File: src/rtl/hbp_pkg.sv
// Package for the heartbeat and panel control block: register map, field layouts, timing.
// Assumes a single 10 MHz system clock.
`default_nettype none
package hbp_pkg;
   localparam int          CLK_HZ          = 10_000_000;
   localparam logic [26:0] HB_TYPE_ADDR    = 27'h4000c00;
   localparam int          HB_TYPE_W       = 2;
   localparam logic [1:0]  HB_TYPE_RST     = 2'h0;
   localparam int          IVL_W           = 4;
   localparam int          CNT_W           = 24;
   localparam int          HB_IVL_US       = 10300;
   localparam int          HB_IVL_CYC      = (HB_IVL_US * (CLK_HZ / 1_000_000));
   localparam int          ID_CHASSIS_HI   = 7;
   localparam int          ID_CHASSIS_LO   = 6;
   localparam int          NUM_GATEWAYS    = 8;
   localparam int          SVC_W           = 2;
   localparam logic [3:0]  IVL_DEFAULT_SEL = 4'h0;

   typedef enum logic [1:0]
   {
      CLK_OSC0 = 2'b00,
      CLK_OSC1 = 2'b01,
      CLK_OSC2 = 2'b10,
      CLK_EXT  = 2'b11
   } hbp_clksrc_t;

   typedef struct packed
   {
      logic [NUM_GATEWAYS-1:0] lowSpeedEn;
      hbp_clksrc_t             clkSrc;
      logic [1:0]              sysSize;
      logic [1:0]              chassis;
      logic [IVL_W-1:0]        interval;
      logic                    hbEnable;
      logic [SVC_W-1:0]        hbService;
   } hbp_panel_t;

   localparam int PANEL_W = $bits(hbp_panel_t);

   typedef struct packed
   {
      logic                     wr;
      logic [26:0]              addr;
      logic [HB_TYPE_W-1:0]     data;
   } hbp_cpuwr_t;
endpackage : hbp_pkg
`default_nettype wire

File: src/rtl/hbp_sync.sv
// Two-flop synchroniser for a vector of panel inputs.
// Assumes inputs are static or slow relative to the clock.
`default_nettype none
module hbp_sync #(
   parameter int W = 1
) (
   input  wire logic         clock,
   input  wire logic         rstn,
   input  wire logic [W-1:0] din,
   output logic      [W-1:0] dout
);
   logic [W-1:0] stage1_ff;

   always_ff @(posedge clock or negedge rstn)
   begin
      if (!rstn)
      begin
         stage1_ff <= '0;
         dout      <= '0;
      end
      else
      begin
         stage1_ff <= din;
         dout      <= stage1_ff;
      end
   end
endmodule : hbp_sync
`default_nettype wire

File: src/rtl/hbp_heartbeat_panel.sv
// Heartbeat generator with control panel settings and remote panel access.
// Assumes panel switches and remote frames are outside the clock domain; the
// gateway processor write port is synchronous to clock.
// How it works
// - Two-bit write-only heartbeat type register, present only in a gateway input node.
// - A written type applies from the next heartbeat, never one in progress.
// - Low two data bits plus one give the heartbeat pulse width in clock periods.
// - Each gateway low-speed channel enable follows its panel setting.
// - Chassis setting drives identity bits 7:6 locally and for the neighbour.
// - Clock source picks one of three oscillators or the external generator.
// - System size setting drives board configuration options.
// - Heartbeats are spaced by the configured interval, 10.3 ms by default.
// - With heartbeat disabled no heartbeat events are generated.
// - Gateway heartbeat requests are serviced at the selected service rate.
// - Remote access off: remote reads answered, remote writes refused.
// - Remote access off: local panel settings override remote ones.
`default_nettype none
module hbp_heartbeat_panel
   import hbp_pkg::*;
#(
   parameter bit          INPUT_NODE = 1'b1,
   parameter int unsigned IVL_CYC    = HB_IVL_CYC
) (
   input  wire logic                      clock,
   input  wire logic                      rstn,
   input  wire hbp_pkg::hbp_cpuwr_t       cpuWr,
   input  wire hbp_pkg::hbp_panel_t       panelIn,
   input  wire logic                      remoteEnable,
   input  wire logic                      remoteWr,
   input  wire logic                      remoteRd,
   input  wire hbp_pkg::hbp_panel_t       remoteData,
   input  wire logic [hbp_pkg::NUM_GATEWAYS-1:0] gwHbReq,
   output logic                           heartbeat,
   output logic [hbp_pkg::NUM_GATEWAYS-1:0] gwHbAck,
   output logic [hbp_pkg::NUM_GATEWAYS-1:0] lowSpeedChanEn,
   output logic [1:0]                     localIdHi,
   output logic [1:0]                     neighbourIdHi,
   output hbp_pkg::hbp_clksrc_t           clockSource,
   output logic [1:0]                     boardConfigSize,
   output hbp_pkg::hbp_panel_t            remoteRdData,
   output logic                           remoteRdValid,
   output logic                           remoteWrRefused
);
   import hbp_pkg::*;

   typedef enum logic [1:0]
   {
      HB_IDLE  = 2'b00,
      HB_PULSE = 2'b01
   } hbp_state_t;

   hbp_panel_t panelSync;
   logic [2:0] remSync;
   logic [2:0] remSyncD_ff;

   hbp_sync #(.W(PANEL_W + 3)) u_sync (
      .clock (clock),
      .rstn  (rstn),
      .din   ({panelIn, remoteEnable, remoteWr, remoteRd}),
      .dout  ({panelSync, remSync})
   );

   // Remote settings word crosses in too; it settles before the strobe edge is seen
   hbp_panel_t remDataSync;

   hbp_sync #(.W(PANEL_W)) u_data_sync (
      .clock (clock),
      .rstn  (rstn),
      .din   (remoteData),
      .dout  (remDataSync)
   );

   wire remEn   = remSync[2];
   wire remWrPl = remSync[1] & ~remSyncD_ff[1];
   wire remRdPl = remSync[0] & ~remSyncD_ff[0];

   // Remote settings store and effective selection
   hbp_panel_t remote_ff;
   logic       remoteHeld_ff;
   wire        acceptRemWr = remWrPl & remEn;
   wire        useRemote   = remEn & remoteHeld_ff;
   hbp_panel_t cfg;
   assign cfg = useRemote ? remote_ff : panelSync;

   always_ff @(posedge clock or negedge rstn)
   begin
      if (!rstn)
      begin
         remSyncD_ff     <= 3'h0;
         remote_ff       <= '0;
         remoteHeld_ff   <= 1'b0;
         remoteRdData    <= '0;
         remoteRdValid   <= 1'b0;
         remoteWrRefused <= 1'b0;
      end
      else
      begin
         remSyncD_ff     <= remSync;
         remoteRdValid   <= remRdPl;
         remoteWrRefused <= remWrPl & ~remEn;
         if (remRdPl)
            remoteRdData <= cfg;
         if (acceptRemWr)
         begin
            remote_ff     <= remDataSync;
            remoteHeld_ff <= 1'b1;
         end
      end
   end

   // Panel-driven outputs
   always_ff @(posedge clock or negedge rstn)
   begin
      if (!rstn)
      begin
         lowSpeedChanEn  <= '0;
         localIdHi       <= 2'h0;
         neighbourIdHi   <= 2'h0;
         clockSource     <= CLK_OSC0;
         boardConfigSize <= 2'h0;
      end
      else
      begin
         lowSpeedChanEn  <= cfg.lowSpeedEn;
         localIdHi       <= cfg.chassis;
         neighbourIdHi   <= cfg.chassis ^ 2'h1;
         clockSource     <= cfg.clkSrc;
         boardConfigSize <= cfg.sysSize;
      end
   end

   // Heartbeat type register
   logic [HB_TYPE_W-1:0] hbType_ff;
   wire typeWr = INPUT_NODE & cpuWr.wr & (cpuWr.addr == HB_TYPE_ADDR);

   always_ff @(posedge clock or negedge rstn)
   begin
      if (!rstn)
         hbType_ff <= HB_TYPE_RST;
      else if (typeWr)
         hbType_ff <= cpuWr.data[HB_TYPE_W-1:0];
   end

   // Interval: each step of selector bits 2:0 doubles the spacing; bit 3 is ignored
   logic [CNT_W-1:0] ivlCnt_ff;
   logic [CNT_W-1:0] ivlTarget;
   assign ivlTarget = CNT_W'((IVL_CYC << cfg.interval[2:0]) - 1);
   wire ivlDone = (ivlCnt_ff >= ivlTarget);

   hbp_state_t       state_ff;
   hbp_state_t       nxt_state;
   logic [2:0]       width_ff;
   logic [2:0]       widthCnt_ff;

   always_comb
   begin
      nxt_state = state_ff;
      case (state_ff)
         HB_IDLE:
            if (cfg.hbEnable && ivlDone)
               nxt_state = HB_PULSE;
         HB_PULSE:
            if (widthCnt_ff == width_ff)
               nxt_state = HB_IDLE;
         default:
            nxt_state = HB_IDLE;
      endcase
   end

   always_ff @(posedge clock or negedge rstn)
   begin
      if (!rstn)
      begin
         state_ff    <= HB_IDLE;
         ivlCnt_ff   <= '0;
         width_ff    <= 3'h1;
         widthCnt_ff <= 3'h1;
      end
      else
      begin
         state_ff <= nxt_state;
         if (!cfg.hbEnable || (state_ff == HB_IDLE && ivlDone))
            ivlCnt_ff <= '0;
         else
            ivlCnt_ff <= ivlCnt_ff + CNT_W'(1);
         if (state_ff == HB_IDLE && nxt_state == HB_PULSE)
         begin
            // Latched at pulse start so a late write waits for the next beat
            width_ff    <= {1'b0, hbType_ff} + 3'h1;
            widthCnt_ff <= 3'h1;
         end
         else if (state_ff == HB_PULSE)
            widthCnt_ff <= widthCnt_ff + 3'h1;
      end
   end

   assign heartbeat = (state_ff == HB_PULSE);

   // Gateway request service: round robin, one grant per service tick
   logic [13:0] svcCnt_ff;
   logic [2:0]  rrPtr_ff;
   wire [13:0]  svcLimit = 14'h00ff << {cfg.hbService, 1'b0};
   wire         svcTick  = (svcCnt_ff >= svcLimit);
   logic [NUM_GATEWAYS-1:0] reqSync;

   hbp_sync #(.W(NUM_GATEWAYS)) u_req_sync (
      .clock (clock),
      .rstn  (rstn),
      .din   (gwHbReq),
      .dout  (reqSync)
   );

   always_ff @(posedge clock or negedge rstn)
   begin
      if (!rstn)
      begin
         svcCnt_ff <= 14'h0000;
         rrPtr_ff  <= 3'h0;
         gwHbAck   <= '0;
      end
      else
      begin
         gwHbAck  <= '0;
         svcCnt_ff <= svcTick ? 14'h0000 : svcCnt_ff + 14'h0001;
         if (svcTick)
         begin
            rrPtr_ff <= rrPtr_ff + 3'h1;
            if (reqSync[rrPtr_ff])
               gwHbAck[rrPtr_ff] <= 1'b1;
         end
      end
   end
endmodule : hbp_heartbeat_panel
`default_nettype wire

File: config.mk
export PLATFORM = sky130hd
export DESIGN_NAME = hbp_heartbeat_panel
export DESIGN_NICKNAME = d
export VERILOG_FILES = /design/src/rtl/hbp_pkg.sv /design/src/rtl/hbp_sync.sv /design/src/rtl/hbp_heartbeat_panel.sv
export SDC_FILE = /design/constraint.sdc
export NUM_CORES = 1
export LEC_CHECK = 0
export ABC_AREA = 1
export BUFFER_PORTS_ARGS = -buffer_cell sky130_fd_sc_hd__buf_2
export CORE_MARGIN = 3
export CORE_UTILIZATION = 35
export DETAILED_ROUTE_END_ITERATION = 10
export GPL_TIMING_DRIVEN = 0
export HOLD_SLACK_MARGIN = 0.03
export PLACE_DENSITY_LB_ADDON = 0.1
export SYNTH_ARGS = -nofsm -noshare
export SYNTH_HDL_FRONTEND = slang
export SYNTH_HIERARCHICAL = 1
export SYNTH_SLANG_ARGS = --single-unit
File: constraint.sdc
create_clock -name clock -period 7.91 [get_ports clock]
set_input_delay 1.1865 -clock clock [delete_from_list [all_inputs] [get_ports clock]]
set_output_delay 1.1865 -clock clock [all_outputs]
set_load 0.01 [all_outputs]
# == Yosys cells after proc, flatten, opt, wreduce, memory -nomap -nowiden ==
# Cells that the tools add are included.
# word_totals
register_bits,228
output_inout_bits,48
elab_cells,85
# classes
add_sub_neg,6
magnitude_cmp,4
eq_ne,4
shifts,2
muxes,14
n_bitwise,10
n_reduce_logical,8
# ops
op,count
$eq 27x27->1 const B,1
$add 24x1->24 const B,1
$ge 24x24->1,1
$mux 24,1
$shl 17x3->24 const A,1
$sub 24x1->24 const B,1
$mux 21,1
$mux 8,2
$add 14x1->14 const B,1
$ge 14x14->1,1
$mux 14,1
$shl 8x3->14 const A,1
$add 3x1->3 const B,2
$and 1x1->1,6
$mux 3,2
$eq 2x1->1 const B,2
$logic_and 1x1->1,4
$lt 3x4->1 const B,1
$mux 2,2
$not 1->1,4
$pmux 2 s2,1
$add 2x1->3 const B,1
$bmux 1 s3,1
$demux 1 s3,1
7 further kinds,8

# == Depth between registers and ports, before layout ==
# logic_depth
ltp_word,11
ltp_mapped,27
mapped_depth_nobuf,26

# == Cells and area by module ==
# Netlist, hierarchy kept.
# by_module_without_submodules
module,n_inst,cells_each,area_per_inst_um2
hbp_heartbeat_panel,1,826,6802.8
hbp_sync at u_sync,1,48,1201.2
hbp_sync at u_data_sync,1,42,1051.0
hbp_sync at u_req_sync,1,16,400.4

# == Worst setup path before layout ==
# No wires, ideal clock.
# synth_path
path_type,register to register
startpoint,reg u_sync.dout[2]
endpoint,reg ivlCnt_ff[0]
t_arrival_ns,2.999
setup_slack_ns,4.788
stages_incl_launch_ff,23
synth_period_minus_slack_ns,3.122
cell_sequence,dfrtp_1 -> nand2_4 -> buf_4 -> nand2_1 -> o21ai_2 -> ha_1 -> nand2_1 -> ha_1 -> o2111ai_1 -> nand3b_1 -> nand3_1 -> nand2_1 -> ha_1 -> nand2_1 -> nor2_1 -> nand2_1 -> nor2_1 -> nand2_1 -> nand3_1 -> nand2_1 -> nand2_1 -> buf_4 -> nor2_1
# synth_via
elab_chain_len,8
elab_cells_between_ends,9
classes_between,add/sub: 1; order compare: 1; shift: 1; mux: 2; bitwise: 1; reduce/logical: 3
# synth_lines
item,line_no,text
"start, declared",hbp_sync.sv:10,output logic [W-1:0] dout
"start signal, assigned",hbp_sync.sv:24,dout <= stage1_ff;
$and 1x1->1 (*),hbp_heartbeat_panel.sv:81,wire useRemote = remEn & remoteHeld_ff;
$mux 21 (*),hbp_heartbeat_panel.sv:83,assign cfg = useRemote ? remote_ff : panelSync;
$shl 17x3->24,hbp_heartbeat_panel.sv:147,assign ivlTarget = CNT_W'((IVL_CYC << cfg.interval[2:0]) - 1);
$sub 24x1->24,hbp_heartbeat_panel.sv:147,
$ge 24x24->1,hbp_heartbeat_panel.sv:148,wire ivlDone = (ivlCnt_ff >= ivlTarget);
$logic_and 1x1->1,hbp_heartbeat_panel.sv:182,if (!cfg.hbEnable || (state_ff == HB_IDLE && ivlDone))
$logic_or 1x1->1 (*),hbp_heartbeat_panel.sv:182,
$mux 24 (*),hbp_heartbeat_panel.sv:182,
"end signal, assigned",hbp_heartbeat_panel.sv:185,ivlCnt_ff <= ivlCnt_ff + CNT_W'(1);
"end, declared",hbp_heartbeat_panel.sv:145,logic [CNT_W-1:0] ivlCnt_ff;
# Every way passes the cells marked *; elsewhere a longest branch is shown, timed or not.
# A chain may end at the register's enable or synchronous reset.

==> out/metrics.yaml <==
clock_network:
  clk_latency_ns: 0.51
  cts_resized: 0
  clock-sinks: 227
  clock_path_buffers: 3
  cts_made_buffers: 25
  path_clk_slew_ns: 0.06
  ctsHoldBuffers: 0
  ctsRootBufferMaster: "clkbuf_16"
  cts_htree_levels: 1
  cts_tree: "done"
  cts_setup_buffers: 0
cells_and_area:
  drive_gt1_share_pct: 20.5
  area_delta_synth_final_pct: 20.7
  multi_input_area_mm2: 0.00335
  nets: 1224
  fillCellCount: 2591
  seq_area_mm2: 0.00568
routing:
  drt-initial-drc-count: 280
  dr.pass1.iters: 4
  vias: 6497
  drt-total-wl_um: 19800
  viasPerCell: 4.49
  post_drt_wl_per_cell_um: 13.7
  post-route-drc-count: 0
  ant_nets: 0
floorplan:
  ioPinCount: 133
  die_height_um: 170
  die_w_um: 170
  core-area_mm2: 0.0263
  rows: 59
  start_util_pct: 36.0
  dieArea_mm2: 0.0290
setup_path:
  cp-end-kind: "flop"
  critPathRequiredTime_ns: 8.31
  path_class: "reg2reg"
  cpPeakStageDelay_ns: 0.46
  worstPathMaxFanout: 10
  crit_top_cell: "nand2_1"
  cp_top_family: "simple AND/OR/NAND/NOR gates"
  crit_path_start_kind: "flop"
  critical_path_buf_inv_count: 2
  crit_path_top_delay_cell: "dfrtp_1"
  ff2ff_setup_slack_ns: 4.02
  critPathArrivalTime_ns: 4.29
  crit_path_cell_trace: "nand2_4, o21ai_2, inv_1, ha_1, nand2_1, ha_1, o2111ai_1, nand3b_1, nand2_1, nand2_1, nand2_1, ha_1, nand2_1, nor2_1, nand2_1, nor2_1, nand2_1, nand3_1, nand2_1, nand2_1, buf_4, nor2_1"
power:
  max-vdd-ir-drop_v: 0.000185
  power_density_mw_per_mm2: 246
  leakage_uw: 0.00581
synthesis:
  synth_most_common_cell: "nand2_1"
  syn-num-nets: 1064
  netlist_top_cells_area: "dfrtp_1 60%, nand2_1 9.1%, ha_1 6.2%, nor2_1 4.0%, inv_1 3.3%"
  yosysSeqAreaShare_pct: 60.1
  synth.ff_latch_count: 227
  yosysWarningCount: 6
  synth_cell_types: 41
  netlist.area_leader.share_pct: 59.5
  synth_area_leader_cell: "dfrtp_1"
  syn_inst: 932
  ys_top_cells_by_count: "229 x nand2_1, 225 x dfrtp_1, 102 x nor2_1"
  synth_edf_count: 0
  ys.flop_type: "dfrtp_1"
  syn_avg_cell_area_um2: 10.1
  syn_area_mm2: 0.00946
  postSynth.asyncResetShare_pct: 100
hold_path:
  hold_class: "reg2reg"
timing:
  setup_viol: 0
  tns_ns: 0
  fin_skew_ns: 0.00755
  fmax_mhz: 257
  timing.final.crit_share_pct: 49.2
  drv_slew: 0
  max_slew.worst_pin.slew_ns: 0.831
  relSlewSlack_pct: 44.6
  min_period_ns: 3.89
  rsz0062_at_grt: "no"
  hold_violations: 0
  hold_ws_ns: 0.342
global_route:
  grt_pass1_wl_um: 33200
  grt_use_total_pct: 14.1
  grt_pass1_vias: 6446
  antenna_found_initial: 1
  grt_max_degree: 126
  overflow: 0
status:
  status: "finished clean"
placed_design:
  portBuffers: 132
  hpwl_um: 14200
  gp_congestion: 0.837
flow_run:
  cap_violations: 0
==> logic make-up after synthesis <==
logic type	synth area share, %
AO/OA/AOI/OAI	4.31
XOR/XNOR	3.52
adder cells (fa/ha/maj)	6.22
buffers and inverters	4.46
flip-flops	60.1
multiplexers	2.26
other	0.0397
AND/OR/NAND/NOR	19.1
==> registers in the layout (all words and copies together), names as in the netlist, 3 cells and up <==
signal                 flops
gwHbAck                    8
ivlCnt_ff                 24
lowSpeedChanEn             8
remoteRdData              21
remote_ff                 21
rrPtr_ff                   3
svcCnt_ff                 14
u_data_sync/dout          21
u_data_sync/stage1_ff     21
u_req_sync/dout            8
u_req_sync/stage1_ff       8
u_sync/dout               24
u_sync/stage1_ff          24
widthCnt_ff                3
width_ff                   3
==> path summary, 6_finish.rpt <==
path	startpoint	to	cells past startpoint
worst min-delay path	u_sync/stage1_ff[19]	u_sync/dout[19]	0
worst min register to register	u_sync/stage1_ff[19]	u_sync/dout[19]	0
max in group asynchronous	rstn	u_req_sync/dout[7]	2
min in group asynchronous	rstn	remoteWrRefused	1
worst max-delay path	u_sync/dout[2]	ivlCnt_ff[6]	22
worst max register to register	u_sync/dout[2]	ivlCnt_ff[6]	22
==> per-stage QoR <==
step	cells	power, uW	util, %	cell area, um^2	setup WS (ns)
floorplan	932	1530	-	9460	4.79
global placement	1399	1670	40.1	10500	1.61
detailed placement	1400	1680	40.2	10600	3.94
CTS	1445	2860	43.4	11400	3.92
global route	1445	2970	43.4	11400	3.44
finish	1446	2810	43.4	11400	4.02
==> worst reg2reg max path, cell delays in order, from the launching register on <==
cell       delay [ns]
dfrtp_1          0.46
nand2_4          0.13
o21ai_2          0.37
inv_1            0.23
ha_1             0.27
nand2_1          0.14
ha_1             0.21
o2111ai_1        0.21
nand3b_1         0.19
nand2_1          0.06
nand2_1          0.05
nand2_1          0.06
ha_1             0.29
nand2_1          0.05
nor2_1           0.11
nand2_1          0.07
nor2_1           0.10
nand2_1          0.06
nand3_1          0.17
nand2_1          0.07
nand2_1          0.19
buf_4            0.23
nor2_1           0.06
==> metal layers <==
metal,wire [um],GRT usage (%),vias up
met2,9400,23.8,111
met4,269,2.96,2
met5,13,0,-
li1,-,-,3315
met3,1170,3.28,29
met1,8980,18.8,3040
==> cell usage in the layout (no fill, tap or decap), types with 18 or more instances in the layout <==
| cell type | count |
|---|---|
| buf_2 | 135 |
| nor3_1 | 18 |
| mux2_2 | 19 |
| nand2_1 | 229 |
| o21ai_0 | 19 |
| xor2_1 | 21 |
| clkbuf_16 | 25 |
| dfrtp_1 | 225 |
| inv_1 | 84 |
| ha_1 | 47 |
| nor2_1 | 102 |
| nand3_1 | 42 |
==> where the power goes <==
part / internal (uW) / switching [uW]
clock: 713 / 448
sequential: 1240 / 36.9
combinational: 142 / 229
total: 2100 / 714
==> layout make-up <==
cell class,instances,share of cell area [%]
flip-flops and latches,227,49.8
multi-input cells,602,29.4
clock buffers,37,6.49
repair buffers,133,6.12
well taps,335,3.67
inverters,86,2.83
clock inverters,8,0.877
plain buffers,17,0.866
diodes,1,0.0219
Note: power is estimated with default switching activity, not from simulation.
